## config.mk

```make
export PLATFORM = sky130hd
export DESIGN_NAME = rtcsi_top
export DESIGN_NICKNAME = d
export VERILOG_FILES = /design/src/rtl/rtcsi_pkg.sv /design/src/rtl/rtcsi_sync.sv /design/src/rtl/rtcsi_osc_mon.sv /design/src/rtl/rtcsi_top.sv
export SDC_FILE = /design/constraint.sdc
export NUM_CORES = 1
export LEC_CHECK = 0
export ABC_AREA = 0
export BUFFER_PORTS_ARGS = -buffer_cell sky130_fd_sc_hd__buf_2
export CORE_ASPECT_RATIO = 1.5
export CORE_MARGIN = 3
export CORE_UTILIZATION = 51
export CTS_BUF_LIST = sky130_fd_sc_hd__clkbuf_8
export CTS_CLUSTER_SIZE = 16
export DETAILED_ROUTE_END_ITERATION = 8
export HOLD_SLACK_MARGIN = 0.05
export PLACE_DENSITY = 0.83
export SYNTH_ARGS = -nofsm -noshare
export SYNTH_HDL_FRONTEND = slang
export SYNTH_HIERARCHICAL = 1
export SYNTH_SLANG_ARGS = --single-unit
```

## constraint.sdc

```tcl
create_clock -name REF_CLK -period 2.05 [get_ports REF_CLK]
set_clock_uncertainty 0.15 [all_clocks]
set_input_delay 0.1025 -clock REF_CLK [delete_from_list [all_inputs] [get_ports REF_CLK]]
set_output_delay 0.1025 -clock REF_CLK [all_outputs]
set_load 0.02 [all_outputs]
```

## src/rtl/rtcsi_pkg.sv

```systemverilog
`default_nettype none

package rtcsi_pkg;

	// ----------------------------------------------------------------
	// Register offsets
	// ----------------------------------------------------------------
	localparam logic [3:0] ADDR_ADJUST   = 4'h7;
	localparam logic [3:0] ADDR_INT_CTRL = 4'hE;
	localparam logic [3:0] ADDR_STATUS   = 4'hF;

	// ----------------------------------------------------------------
	// Field positions
	// ----------------------------------------------------------------
	localparam int CTL_WEEKLY_EN_BIT  = 7;
	localparam int CTL_DAILY_EN_BIT   = 6;
	localparam int CTL_PER_SEL_LSB    = 0;
	localparam int STS_THRESH_SEL_BIT = 7;
	localparam int STS_LOW_VOLT_BIT   = 6;
	localparam int STS_OSC_RUN_BIT    = 5;
	localparam int STS_POWER_UP_BIT   = 4;
	localparam int STS_PERIODIC_BIT   = 2;
	localparam int STS_WEEKLY_BIT     = 1;
	localparam int STS_DAILY_BIT      = 0;

	// ----------------------------------------------------------------
	// Reset values and masks
	// ----------------------------------------------------------------
	localparam logic [7:0] ADJUST_RST   = 8'h00;
	localparam logic [7:0] INT_CTRL_RST = 8'h00;
	localparam logic [7:0] STATUS_RST   = 8'h10;
	localparam logic [7:0] STATUS_KEEP  = 8'h30;

	// ----------------------------------------------------------------
	// Timing
	// ----------------------------------------------------------------
	localparam int CLK_HZ          = 10_000_000;
	localparam int VMON_WINDOW_US  = 7800;
	localparam int VMON_WINDOW_CYC = VMON_WINDOW_US * (CLK_HZ / 1_000_000);
	localparam int OSC_TIMEOUT_NS  = 122070;
	localparam int OSC_TIMEOUT_CYC = (OSC_TIMEOUT_NS * (CLK_HZ / 1_000_000)) / 1000;
	localparam int OSC_REARM_EDGES = 8;

	// ----------------------------------------------------------------
	// Types
	// ----------------------------------------------------------------
	typedef enum logic [2:0] {
		PER_OFF, PER_LOW, PER_2HZ, PER_1HZ, PER_SEC, PER_MIN, PER_HOUR, PER_MONTH
	} rtcsi_per_t;

	typedef struct packed {
		logic sec_tick;
		logic min_roll;
		logic hour_roll;
		logic month_roll;
		logic weekly_match;
		logic daily_match;
	} rtcsi_events_t;

	typedef struct packed {
		logic [2:0] s1;
		logic [2:0] s2;
		logic [2:0] s3;
		logic [2:0] stable;
	} rtcsi_sync_st_t;

	typedef struct packed {
		logic        prev;
		logic [10:0] cnt;
		logic        halted;
		logic [3:0]  rearm;
		logic        halt_pulse;
	} rtcsi_osc_st_t;

	typedef struct packed {
		logic [7:0]  adj;
		logic [7:0]  ctl;
		logic [7:0]  sts;
		logic [16:0] win_cnt;
		logic        win_on;
		logic [7:0]  rdata;
	} rtcsi_st_t;

endpackage : rtcsi_pkg

`default_nettype wire

```

## src/rtl/rtcsi_sync.sv

```systemverilog
`default_nettype none

module rtcsi_sync
	import rtcsi_pkg::*;
(
	input  wire logic       clk,
	input  wire logic       rst_n,
	input  wire logic [2:0] async_in,
	output logic      [2:0] sync_out
);

	rtcsi_sync_st_t st_ff;
	rtcsi_sync_st_t nxt_st;

	// ----------------------------------------------------------------
	// Three stages, accepted once stages two and three agree
	// ----------------------------------------------------------------
	always_comb
	begin
		nxt_st        = st_ff;
		nxt_st.s1     = async_in;
		nxt_st.s2     = st_ff.s1;
		nxt_st.s3     = st_ff.s2;
		nxt_st.stable = ((st_ff.s2 ~^ st_ff.s3) & st_ff.s3)
		              | ((st_ff.s2 ^ st_ff.s3) & st_ff.stable);
	end

	always_ff @(posedge clk or negedge rst_n)
	begin
		if (!rst_n)
			st_ff <= '0;
		else
			st_ff <= nxt_st;
	end

	assign sync_out = st_ff.stable;

endmodule : rtcsi_sync

`default_nettype wire

```

## src/rtl/rtcsi_osc_mon.sv

```systemverilog
`default_nettype none

module rtcsi_osc_mon
	import rtcsi_pkg::*;
(
	input  wire logic clk,
	input  wire logic rst_n,
	input  wire logic osc_level,
	output logic      halt_pulse
);

	localparam logic [10:0] TIMEOUT_LAST = 11'(OSC_TIMEOUT_CYC - 1);
	localparam logic [3:0]  REARM_LAST   = 4'(OSC_REARM_EDGES - 1);

	rtcsi_osc_st_t st_ff;
	rtcsi_osc_st_t nxt_st;
	logic          edge_seen;

	// ----------------------------------------------------------------
	// Halt detection
	// ----------------------------------------------------------------
	// A halt is reported once; several clean edges are needed to rearm,
	// so a chattering oscillator cannot toggle the flag repeatedly.
	always_comb
	begin
		nxt_st            = st_ff;
		edge_seen         = osc_level ^ st_ff.prev;
		nxt_st.prev       = osc_level;
		nxt_st.halt_pulse = 1'b0;
		if (edge_seen)
		begin
			nxt_st.cnt = '0;
			if (st_ff.halted)
			begin
				nxt_st.rearm = st_ff.rearm + 4'h1;
				if (st_ff.rearm == REARM_LAST)
				begin
					nxt_st.halted = 1'b0;
					nxt_st.rearm  = '0;
				end
			end
		end
		else if (!st_ff.halted)
		begin
			// timeout flags halt
			if (st_ff.cnt == TIMEOUT_LAST)
			begin
				nxt_st.halt_pulse = 1'b1;
				nxt_st.halted     = 1'b1;
				nxt_st.cnt        = '0;
				nxt_st.rearm      = '0;
			end
			else
				nxt_st.cnt = st_ff.cnt + 11'h001;
		end
	end

	always_ff @(posedge clk or negedge rst_n)
	begin
		if (!rst_n)
			st_ff <= '0;
		else
			st_ff <= nxt_st;
	end

	assign halt_pulse = st_ff.halt_pulse;

endmodule : rtcsi_osc_mon

`default_nettype wire

```

## src/rtl/rtcsi_top.sv

```systemverilog
// Summary of operation
// Power-up from zero clears control and adjust registers.
// Oscillator stop captured as running flag zero.
// Power-up, low-voltage high active; running flag low.
// After power-up: power-up one, low-voltage zero.
// Flags at D4-D6; clear-only except running flag.
// Power-up flag holds listed fields at zero.
// Threshold select picks 2.1 or 1.3 volt.
// Supply checked in 7.8 ms window per second.
// Sampling stops while low-voltage flag set.
// Host clears low-voltage flag after seconds write.
// Weekly alarm drives B, daily drives A.
// Periodic select gives pulse or level on A.
// Daily, weekly, periodic flags at D0-D2.
// Enables at D7, D6; select at D2-D0.
// All disabled keeps both interrupt outputs released.
// Output A low when either source low.
// Flags readable to identify output A source.
// Writing zero clears alarm flag; one ignored.
// Clearing flag keeps enable; alarm refires later.
// Select codes: off, low, 2Hz, 1Hz, levels.
// Level output stays low until flag cleared.
// Flags set on event, held until cleared; the periodic flag follows the pulse in 2Hz, 1Hz modes.
// Halt detected by edge timeout with filtering.
`default_nettype none

module rtcsi_top
	import rtcsi_pkg::*;
#(
	parameter int VMON_CYCLES = VMON_WINDOW_CYC
)
(
	input  wire logic          REF_CLK,
	input  wire logic          RST_N,
	input  wire logic [3:0]    REG_ADDR,
	input  wire logic          REG_WR,
	input  wire logic          REG_RD,
	input  wire logic [7:0]    REG_WDATA,
	output logic      [7:0]    REG_RDATA,
	input  wire rtcsi_events_t TIME_EVT,
	input  wire logic [1:0]    SUBSEC_PHASE,
	input  wire logic          OSC_32K,
	input  wire logic          VDD_BELOW_HIGH,
	input  wire logic          VDD_BELOW_LOW,
	output logic               VMON_SAMPLE_EN,
	output logic      [7:0]    ADJUST_SETTING,
	output logic               HOUR_FORMAT,
	output logic               CLK_OUT_DISABLE_FIRST,
	output logic               CLK_OUT_DISABLE_SECOND,
	output logic               TEST_MODE,
	output logic               IRQ_OUT_A_O,
	output logic               IRQ_OUT_A_OE_N,
	output logic               IRQ_OUT_B_O,
	output logic               IRQ_OUT_B_OE_N
);

	localparam logic [16:0] WIN_LOAD = 17'(VMON_CYCLES);

	rtcsi_st_t  st_ff;
	rtcsi_st_t  nxt_st;
	logic [2:0] pins_sync;
	logic       osc_halt;
	logic       below_thresh;
	logic       wr_adj;
	logic       wr_ctl;
	logic       wr_sts;
	rtcsi_per_t per_sel;
	logic       level_event;
	logic       pulse_low;
	logic       per_out_low;
	logic       daily_out_low;
	logic       weekly_out_low;

	// ----------------------------------------------------------------
	// Pin input conditioning
	// ----------------------------------------------------------------
	rtcsi_sync u_sync (
		.clk      (REF_CLK),
		.rst_n    (RST_N),
		.async_in ({OSC_32K, VDD_BELOW_HIGH, VDD_BELOW_LOW}),
		.sync_out (pins_sync)
	);

	// oscillator halt detection
	rtcsi_osc_mon u_osc_mon (
		.clk        (REF_CLK),
		.rst_n      (RST_N),
		.osc_level  (pins_sync[2]),
		.halt_pulse (osc_halt)
	);

	// ----------------------------------------------------------------
	// Decode
	// ----------------------------------------------------------------
	assign wr_adj = REG_WR && (REG_ADDR == ADDR_ADJUST);
	assign wr_ctl = REG_WR && (REG_ADDR == ADDR_INT_CTRL);
	assign wr_sts = REG_WR && (REG_ADDR == ADDR_STATUS);

	// select code decode
	assign per_sel = rtcsi_per_t'(st_ff.ctl[CTL_PER_SEL_LSB +: 3]);

	// threshold select
	assign below_thresh = st_ff.sts[STS_THRESH_SEL_BIT] ? pins_sync[0] : pins_sync[1];

	// ----------------------------------------------------------------
	// Periodic source
	// ----------------------------------------------------------------
	// The phase input counts quarter seconds from the seconds increment,
	// so both pulse rates fall on the increment with half duty.
	always_comb
	begin
		level_event = 1'b0;
		pulse_low   = 1'b0;
		unique case (per_sel)
			PER_OFF:   pulse_low = 1'b0;
			PER_LOW:   pulse_low = 1'b1;
			PER_2HZ:   pulse_low = ~SUBSEC_PHASE[0];
			PER_1HZ:   pulse_low = ~SUBSEC_PHASE[1];
			PER_SEC:   level_event = TIME_EVT.sec_tick;
			PER_MIN:   level_event = TIME_EVT.min_roll;
			PER_HOUR:  level_event = TIME_EVT.hour_roll;
			PER_MONTH: level_event = TIME_EVT.month_roll;
		endcase
	end

	// ----------------------------------------------------------------
	// Register and monitor state
	// ----------------------------------------------------------------
	always_comb
	begin
		nxt_st = st_ff;

		// ------------------------------------------------------------
		// Host writes
		// ------------------------------------------------------------
		// adjust register writable
		if (wr_adj)
		begin
			nxt_st.adj = REG_WDATA;
		end

		// enables and select storage
		if (wr_ctl)
		begin
			nxt_st.ctl = REG_WDATA;
		end

		// Plain status bits take the written value.
		if (wr_sts)
		begin
			nxt_st.sts[STS_THRESH_SEL_BIT] = REG_WDATA[STS_THRESH_SEL_BIT];
			nxt_st.sts[3]                  = REG_WDATA[3];
		end

		// power-up flag clear only
		if (wr_sts && !REG_WDATA[STS_POWER_UP_BIT])
		begin
			nxt_st.sts[STS_POWER_UP_BIT] = 1'b0;
		end

		// flag active levels
		// The running flag is the only monitor bit written both ways, so
		// software can mark the oscillator good again after a halt.
		// running flag written both ways
		if (wr_sts)
		begin
			nxt_st.sts[STS_OSC_RUN_BIT] = REG_WDATA[STS_OSC_RUN_BIT];
		end
		// halt wins over write
		if (osc_halt)
		begin
			nxt_st.sts[STS_OSC_RUN_BIT] = 1'b0;
		end

		// zero clears, one ignored
		if (wr_sts && !REG_WDATA[STS_DAILY_BIT])
		begin
			nxt_st.sts[STS_DAILY_BIT] = 1'b0;
		end
		if (wr_sts && !REG_WDATA[STS_WEEKLY_BIT])
		begin
			nxt_st.sts[STS_WEEKLY_BIT] = 1'b0;
		end
		// clear returns output high
		if (wr_sts && !REG_WDATA[STS_PERIODIC_BIT])
		begin
			nxt_st.sts[STS_PERIODIC_BIT] = 1'b0;
		end
		if (wr_sts && !REG_WDATA[STS_LOW_VOLT_BIT])
		begin
			nxt_st.sts[STS_LOW_VOLT_BIT] = 1'b0;
		end

		// ------------------------------------------------------------
		// Event flags
		// ------------------------------------------------------------
		// Sets come after the clears, so an event in the cycle of a clear
		// is never lost.
		// alarm matches set flags
		// enable untouched by clear
		if (TIME_EVT.daily_match && st_ff.ctl[CTL_DAILY_EN_BIT])
		begin
			nxt_st.sts[STS_DAILY_BIT] = 1'b1;
		end
		if (TIME_EVT.weekly_match && st_ff.ctl[CTL_WEEKLY_EN_BIT])
		begin
			nxt_st.sts[STS_WEEKLY_BIT] = 1'b1;
		end

		// level event sets flag
		if (level_event)
		begin
			nxt_st.sts[STS_PERIODIC_BIT] = 1'b1;
		end
		// In pulse mode the flag simply mirrors the output waveform.
		// flag reflects pulse source
		if ((per_sel == PER_2HZ) || (per_sel == PER_1HZ))
		begin
			nxt_st.sts[STS_PERIODIC_BIT] = pulse_low;
		end

		// ------------------------------------------------------------
		// Supply monitor
		// ------------------------------------------------------------
		// The window is counted in reference cycles; a short count in
		// simulation only shortens it, the once-per-second rhythm stays.
		// window opens each second
		// no sampling while flagged
		if (st_ff.win_on)
		begin
			nxt_st.win_cnt = st_ff.win_cnt - 17'h00001;
			if (st_ff.win_cnt == 17'h00001)
			begin
				nxt_st.win_on = 1'b0;
			end
		end
		else if (TIME_EVT.sec_tick && !st_ff.sts[STS_LOW_VOLT_BIT])
		begin
			nxt_st.win_on  = 1'b1;
			nxt_st.win_cnt = WIN_LOAD;
		end
		if (st_ff.sts[STS_LOW_VOLT_BIT])
		begin
			nxt_st.win_on = 1'b0;
		end

		// drop below threshold flagged
		if (st_ff.win_on && !st_ff.sts[STS_LOW_VOLT_BIT] && below_thresh)
		begin
			nxt_st.sts[STS_LOW_VOLT_BIT] = 1'b1;
		end

		// ------------------------------------------------------------
		// Power-up hold
		// ------------------------------------------------------------
		// power-up flag forces zeros
		if (st_ff.sts[STS_POWER_UP_BIT])
		begin
			nxt_st.adj = ADJUST_RST;
			nxt_st.ctl = INT_CTRL_RST;
			nxt_st.sts = nxt_st.sts & STATUS_KEEP;
		end

		// ------------------------------------------------------------
		// Read capture
		// ------------------------------------------------------------

		// Read data is captured on the strobe; unmapped offsets read zero.
		if (REG_RD)
		begin
			unique case (REG_ADDR)
				ADDR_ADJUST:   nxt_st.rdata = st_ff.adj;
				ADDR_INT_CTRL: nxt_st.rdata = st_ff.ctl;
				// flags readable
				ADDR_STATUS:   nxt_st.rdata = st_ff.sts;
				default:       nxt_st.rdata = 8'h00;
			endcase
		end
	end

	// ----------------------------------------------------------------
	// State register
	// ----------------------------------------------------------------
	always_ff @(posedge REF_CLK or negedge RST_N)
	begin
		if (!RST_N)
		begin
			// power-up defaults
			// power-up one, low-voltage zero
			st_ff.adj     <= ADJUST_RST;
			st_ff.ctl     <= INT_CTRL_RST;
			st_ff.sts     <= STATUS_RST;
			st_ff.win_cnt <= '0;
			st_ff.win_on  <= 1'b0;
			st_ff.rdata   <= 8'h00;
		end
		else
			st_ff <= nxt_st;
	end

	// ----------------------------------------------------------------
	// Interrupt outputs
	// ----------------------------------------------------------------
	// alarm outputs follow flag
	assign daily_out_low  = st_ff.sts[STS_DAILY_BIT] & st_ff.ctl[CTL_DAILY_EN_BIT];
	assign weekly_out_low = st_ff.sts[STS_WEEKLY_BIT] & st_ff.ctl[CTL_WEEKLY_EN_BIT];

	// periodic drive on A
	always_comb
	begin
		unique case (per_sel)
			PER_OFF:
				per_out_low = 1'b0;
			PER_LOW, PER_2HZ, PER_1HZ:
				per_out_low = pulse_low;
			PER_SEC, PER_MIN, PER_HOUR, PER_MONTH:
				per_out_low = st_ff.sts[STS_PERIODIC_BIT];
		endcase
	end

	// Both outputs are open drain; they only ever pull low, and the
	// enable is low while the pin is pulled.
	// either source pulls A
	// released when disabled
	assign IRQ_OUT_A_O    = 1'b0;
	assign IRQ_OUT_A_OE_N = ~(daily_out_low | per_out_low);
	assign IRQ_OUT_B_O    = 1'b0;
	assign IRQ_OUT_B_OE_N = ~weekly_out_low;

	// ----------------------------------------------------------------
	// Register-driven outputs
	// ----------------------------------------------------------------
	assign REG_RDATA              = st_ff.rdata;
	assign VMON_SAMPLE_EN         = st_ff.win_on;
	assign ADJUST_SETTING         = st_ff.adj;
	assign HOUR_FORMAT            = st_ff.ctl[5];
	assign CLK_OUT_DISABLE_SECOND = st_ff.ctl[4];
	assign TEST_MODE              = st_ff.ctl[3];
	assign CLK_OUT_DISABLE_FIRST  = st_ff.sts[3];

endmodule : rtcsi_top

`default_nettype wire

```

## After elaboration in Yosys (flattened, before gate mapping)

Cells that the tools add are included.

- Bitwise operators: 13
- Add/sub/neg operators: 3
- Equality and inequality tests: 15
- Mux-type cells: 33
- Reduce and logical (&&, ||, !) cells: 33

Operators with widths:

| cell | number |
|---|---|
| 2-to-1 mux 18 bit | 2 |
| 2-to-1 mux 24 bit | 1 |
| case mux 8 bit (3 select lines) | 1 |
| 2-to-1 mux 1 bit | 18 |
| == test 17 x 1 -> 1 bit, second input constant | 1 |
| 2-to-1 mux 17 bit | 1 |
| subtractor 17 x 1 -> 17 bit, second input constant | 1 |
| 2-to-1 mux 16 bit | 1 |
| 2-to-1 mux 8 bit | 2 |
| logical AND 1 bit | 13 |
| == test 3 bit, second input constant | 4 |
| adder 11 x 1 -> 11 bit, second input constant | 1 |
| == test 11 bit, second input constant | 1 |
| 2-to-1 mux 11 bit | 1 |
| 2-to-1 mux 5 bit | 2 |
| nonzero test 2 bit | 5 |
| nonzero test 3 bit | 3 |
| == test 4 x 3 -> 1 bit, second input constant | 2 |
| == test 4 bit, second input constant | 2 |
| AND 3 bit | 2 |
| == test 3 x 2 -> 1 bit, second input constant | 2 |
| logical NOT 1 bit | 6 |
| 2-to-1 mux 6 bit | 1 |
| case mux 1 bit (3 select lines) | 2 |
| 18 further kinds | 22 |

- Word-level logic and storage cells: 117
- Register bits after elaboration: 80

## Longest topological paths before layout

- Depth after elaboration: 7
- Depth in mapped cells: 6

## Modules after synthesis

The synthesis kept the hierarchy.

Modules (own cells, without submodules):

| module | seq. area each (um^2) | instances | area each (um^2) | cells an instance |
|---|---|---|---|---|
| rtcsi_top | 1,252.5 | 1 | 2,586.2 | 263 |
| rtcsi_osc_mon | 450.4 | 1 | 928.4 | 103 |
| rtcsi_sync | 300.3 | 1 | 382.9 | 21 |

## Worst setup path before layout

Ideal clock, no wire load.

- Kind: register -> register
- From: register u_osc_mon/st_ff[11] (netlist bit)
- To: register u_osc_mon/st_ff[4] (netlist bit)
- Stages on the path, launching flop included: 6
- Setup slack: -0.115 ns
- Period minus slack after synthesis: 2.165 ns
- Arrival time: 1.892 ns
- Cell sequence: dfrtp_1 -> or4_1 -> or4_1 -> buf_2 -> o21a_1 -> a211o_1

- Longest elaborated chain between the ends: 3

Ends and longest elaborated chain:

| item | line | RTL |
|---|---|---|
| start: declaration | rtcsi_osc_mon.sv:15 | `rtcsi_osc_st_t st_ff;` |
| start signal: assignment | rtcsi_osc_mon.sv:63 | `st_ff <= nxt_st;` |
| == test 11 bit | rtcsi_osc_mon.sv:46 | `if (st_ff.cnt == TIMEOUT_LAST)` |
| nonzero test 2 bit (no source line) | n/a |  |
| AND reduction 3 bit (no source line) | n/a |  |

Every way passes these cells.
A chain may end at the register's enable or synchronous reset.

## Worst setup path in the final report

Same ends and word-level chain as after synthesis.

==> impl_metrics.yaml <==
logic_synthesis:
  synth-seq-area-share_pct: 51.40
  synth_seq_cells: 80
  async_flop_share_pct: 100.0
  netlist_instances: 387
  synth_edf_count: 0
  synth_cell_type_count: 51
  syn_area_per_cell_sq_um: 10.07
  synthFlopType: "dfrtp_1"
  syn-cell-area_sq_um: 3897
  ys_warn_count: 6
pwr:
  power_density_nw_per_um2: 809.0
  leakagePower_nw: 2.123
  irDropWorstVdd_mv: 0.4347
  power_mw: 3.716
finish:
  drive_gt1_share_pct: 21.85
  fin_util_pct: 62.73
  regArea_sq_um: 2003
  antenna_cells: 0
  fin_area_sq_um: 4593
  area_growth_pct: 17.85
  final_cells: 553
  multiInputGateArea_sq_um: 1643
  nets: 484
  final.fill_count: 583
global_routing:
  grt_pass1_vias: 3267
  antenna_found_initial: 0
  track_usage_pct: 21.35
  grt_overflow: 0
  grt_pass1_wl_um: 14900
  grt_max_degree: 58
status:
  violations: "setup timing"
  status: "finished with violations"
clocking:
  cts_tree: "built"
  clkTransAtPathRegs_ns: 0.07
  cts_buffers: 9
  clock_sinks: 80
  clock_path_buffers: 2
  htreeDepth: 3
  clkLatencyLatePin_ns: 0.35
  cts-root-buf: "clkbuf_8"
place:
  hpwl_um: 5697
  dpl_cell_area_sq_um: 4190
  pre_cts_slack_ns: -0.006567
  dp.cells: 517
  port_buffers: 49
  place_congestion: 0.8545
timing:
  final_hold_viol_count: 0
  finalCritPeriodShare_pct: 101.7
  rsz0062_at_grt: "yes"
  finalWorstSetupSlack_ns: -0.03521
  max_slew.worst_pin.slew_ns: 0.6826
  relSlewSlack_pct: 54.45
  fin_tns_setup_ns: -0.03521
  timing.final.crit_period_ns: 2.085
  hold_ws_ns: 0.03924
  report.final.slew_viol_count: 0
  fmax_mhz: 479.6
  setup_viol: 1
critical_path:
  cp.arrival_ns: 2.18
  setup.worst_path.start_class: "flip-flop"
  path_cells: "or4_1 -> or4_4 -> o21a_1 -> a211o_1"
  path_buf_inv: 0
  worstSetupEndpointType: "flip-flop"
  slowest_stage: "or4_1"
  slowest_delay_ns: 0.52
  cpLargestDelayFamily: "simple AND/OR/NAND/NOR gates"
  path_class: "flip-flop to flip-flop"
  critPathRequiredTime_ns: 2.14
  crit_fanout: 2
route:
  avgViaCountPerCell: 5.729
  num_vias: 3168
  drt_first_pass_iters: 4
  drt_wl_total_um: 8584
  postRouteAntennaNets: 0
  drt_iter0_markers: 264
  drc_errors: 0
  wl_per_cell_um: 15.52
run:
  drv_cap: 0
die:
  die_w_um: 77.38
  row_count: 38
  num_io_pins: 52
  initial_utilization_pct: 53.23
  core_area_sq_um: 7322
  fp.dieH_um: 113.1
  floorplan.die_area_sq_um: 8748
worst_hold_path:
  hold_class: "primary input to async pin"
where the power goes:
group / switching [mW] / total, mW / internal [mW]
logic: 0.435 / 0.742 / 0.307
registers: 0.189 / 1.94 / 1.75
clock network: 0.506 / 1.04 / 0.532
metal layers:
metal	wire [um]	track usage, %	vias to the layer above
li1	-	-	1485
met1	3381	23.81	1561
met2	4526	37.97	98
met3	436	5.334	24
met4	240	9.857	0
met5	0	0	-
cell type report:
class	instances	area share [%]
Sequential cell	80	43.61
Multi-Input combinational cell	256	35.77
Timing Repair Buffer	87	12.91
Tap cell	100	2.724
Clock buffer	9	2.697
Inverter	16	1.308
Clock inverter	5	0.9807
kinds of logic after synthesis:
logic type	Yosys count	synth area share (%)
muxes	26	7.287
AOI/OAI and AO/OA	83	13.16
xor gates and xnor gates	7	1.573
adders and majority gates	7	2.247
other	1	0.09622
and+or+nand+nor	131	17.14
DFF	80	51.40
buffers and inverters	52	7.095
layout by cell type (no fill, tap or decap), types with 2 or more instances in the layout:
cell           instances
inv_1                 20
nand4_1                7
nand2_1               39
nand2b_1               2
o22ai_1                9
a211oi_1               4
ha_1                   7
a21oi_1               22
or3_1                  4
or4_4                  2
o21ai_0               16
nor3_1                11
nand3b_1               3
or4_1                  3
dfrtp_1               79
and3b_1                2
nand3_1                5
buf_4                 19
mux2_2                 9
a21o_1                 4
conb_1                 2
dlygate4sd3_1         19
a31oi_1                9
a22oi_1                8
nor2_1                32
and3_1                 4
buf_2                 48
xor2_1                 3
o2111ai_1              2
mux2i_1               16
xnor2_1                4
a311oi_1               2
clkbuf_8               9
nor4_1                 4
nor2b_1                3
synth_stat cells (8+ instances only):
master    count  area share (%)
dfrtp_1      79              51
nand2_1      39             3.8
nor2_1       33             3.2
a21oi_1      23             3.0
buf_4        21             4.0
inv_1        16             1.5
mux2i_1      16             4.1
o21ai_0      16             2.1
clkbuf_1     11             1.1
nor3_1       11             1.4
a31oi_1       9             1.4
mux2_2        9             2.6
o22ai_1       9             1.4
a22oi_1       8             1.5
final timing paths:
check,startpoint,cells after the start,slack [ns],endpoint
min,RST_N,2,0.04,REG_RDATA[3]
max in group asynchronous,RST_N,3,1.09,st_ff[30]
max reg2reg,u_osc_mon/st_ff[11],4,-0.04,u_osc_mon/st_ff[4]
min reg2reg,u_sync/nxt_st[7],0,0.20,u_sync/nxt_st[4]
max,u_osc_mon/st_ff[11],4,-0.04,u_osc_mon/st_ff[4]
min in group REF_CLK,REG_ADDR[0],3,0.07,REG_RDATA[3]
sequential cells by signal (all words and copies together), names as in the netlist:
register and flops:
HOUR_FORMAT 1, u_sync/nxt_st 6, VMON_SAMPLE_EN 1, u_osc_mon/st_ff 17, CLK_OUT_DISABLE_SECOND 1, u_sync/st_ff 3, ADJUST_SETTING 8, st_ff 26
REG_RDATA 8, u_osc_mon/halt_pulse 1, per_sel 3, CLK_OUT_DISABLE_FIRST 1, u_sync/sync_out 3, TEST_MODE 1
timing repair:
item | CTS | global route
pin swaps | 0 | 2
setup buffers | 0 | 3
hold buffers | 20 | 0
cloned | 0 | 0
hold endpoints to repair | 115 | 0
resized for setup | 2 | 3
endpoints found under the setup margin | 2 | 28
No activity file was read; power rests on OpenSTA's default activity.
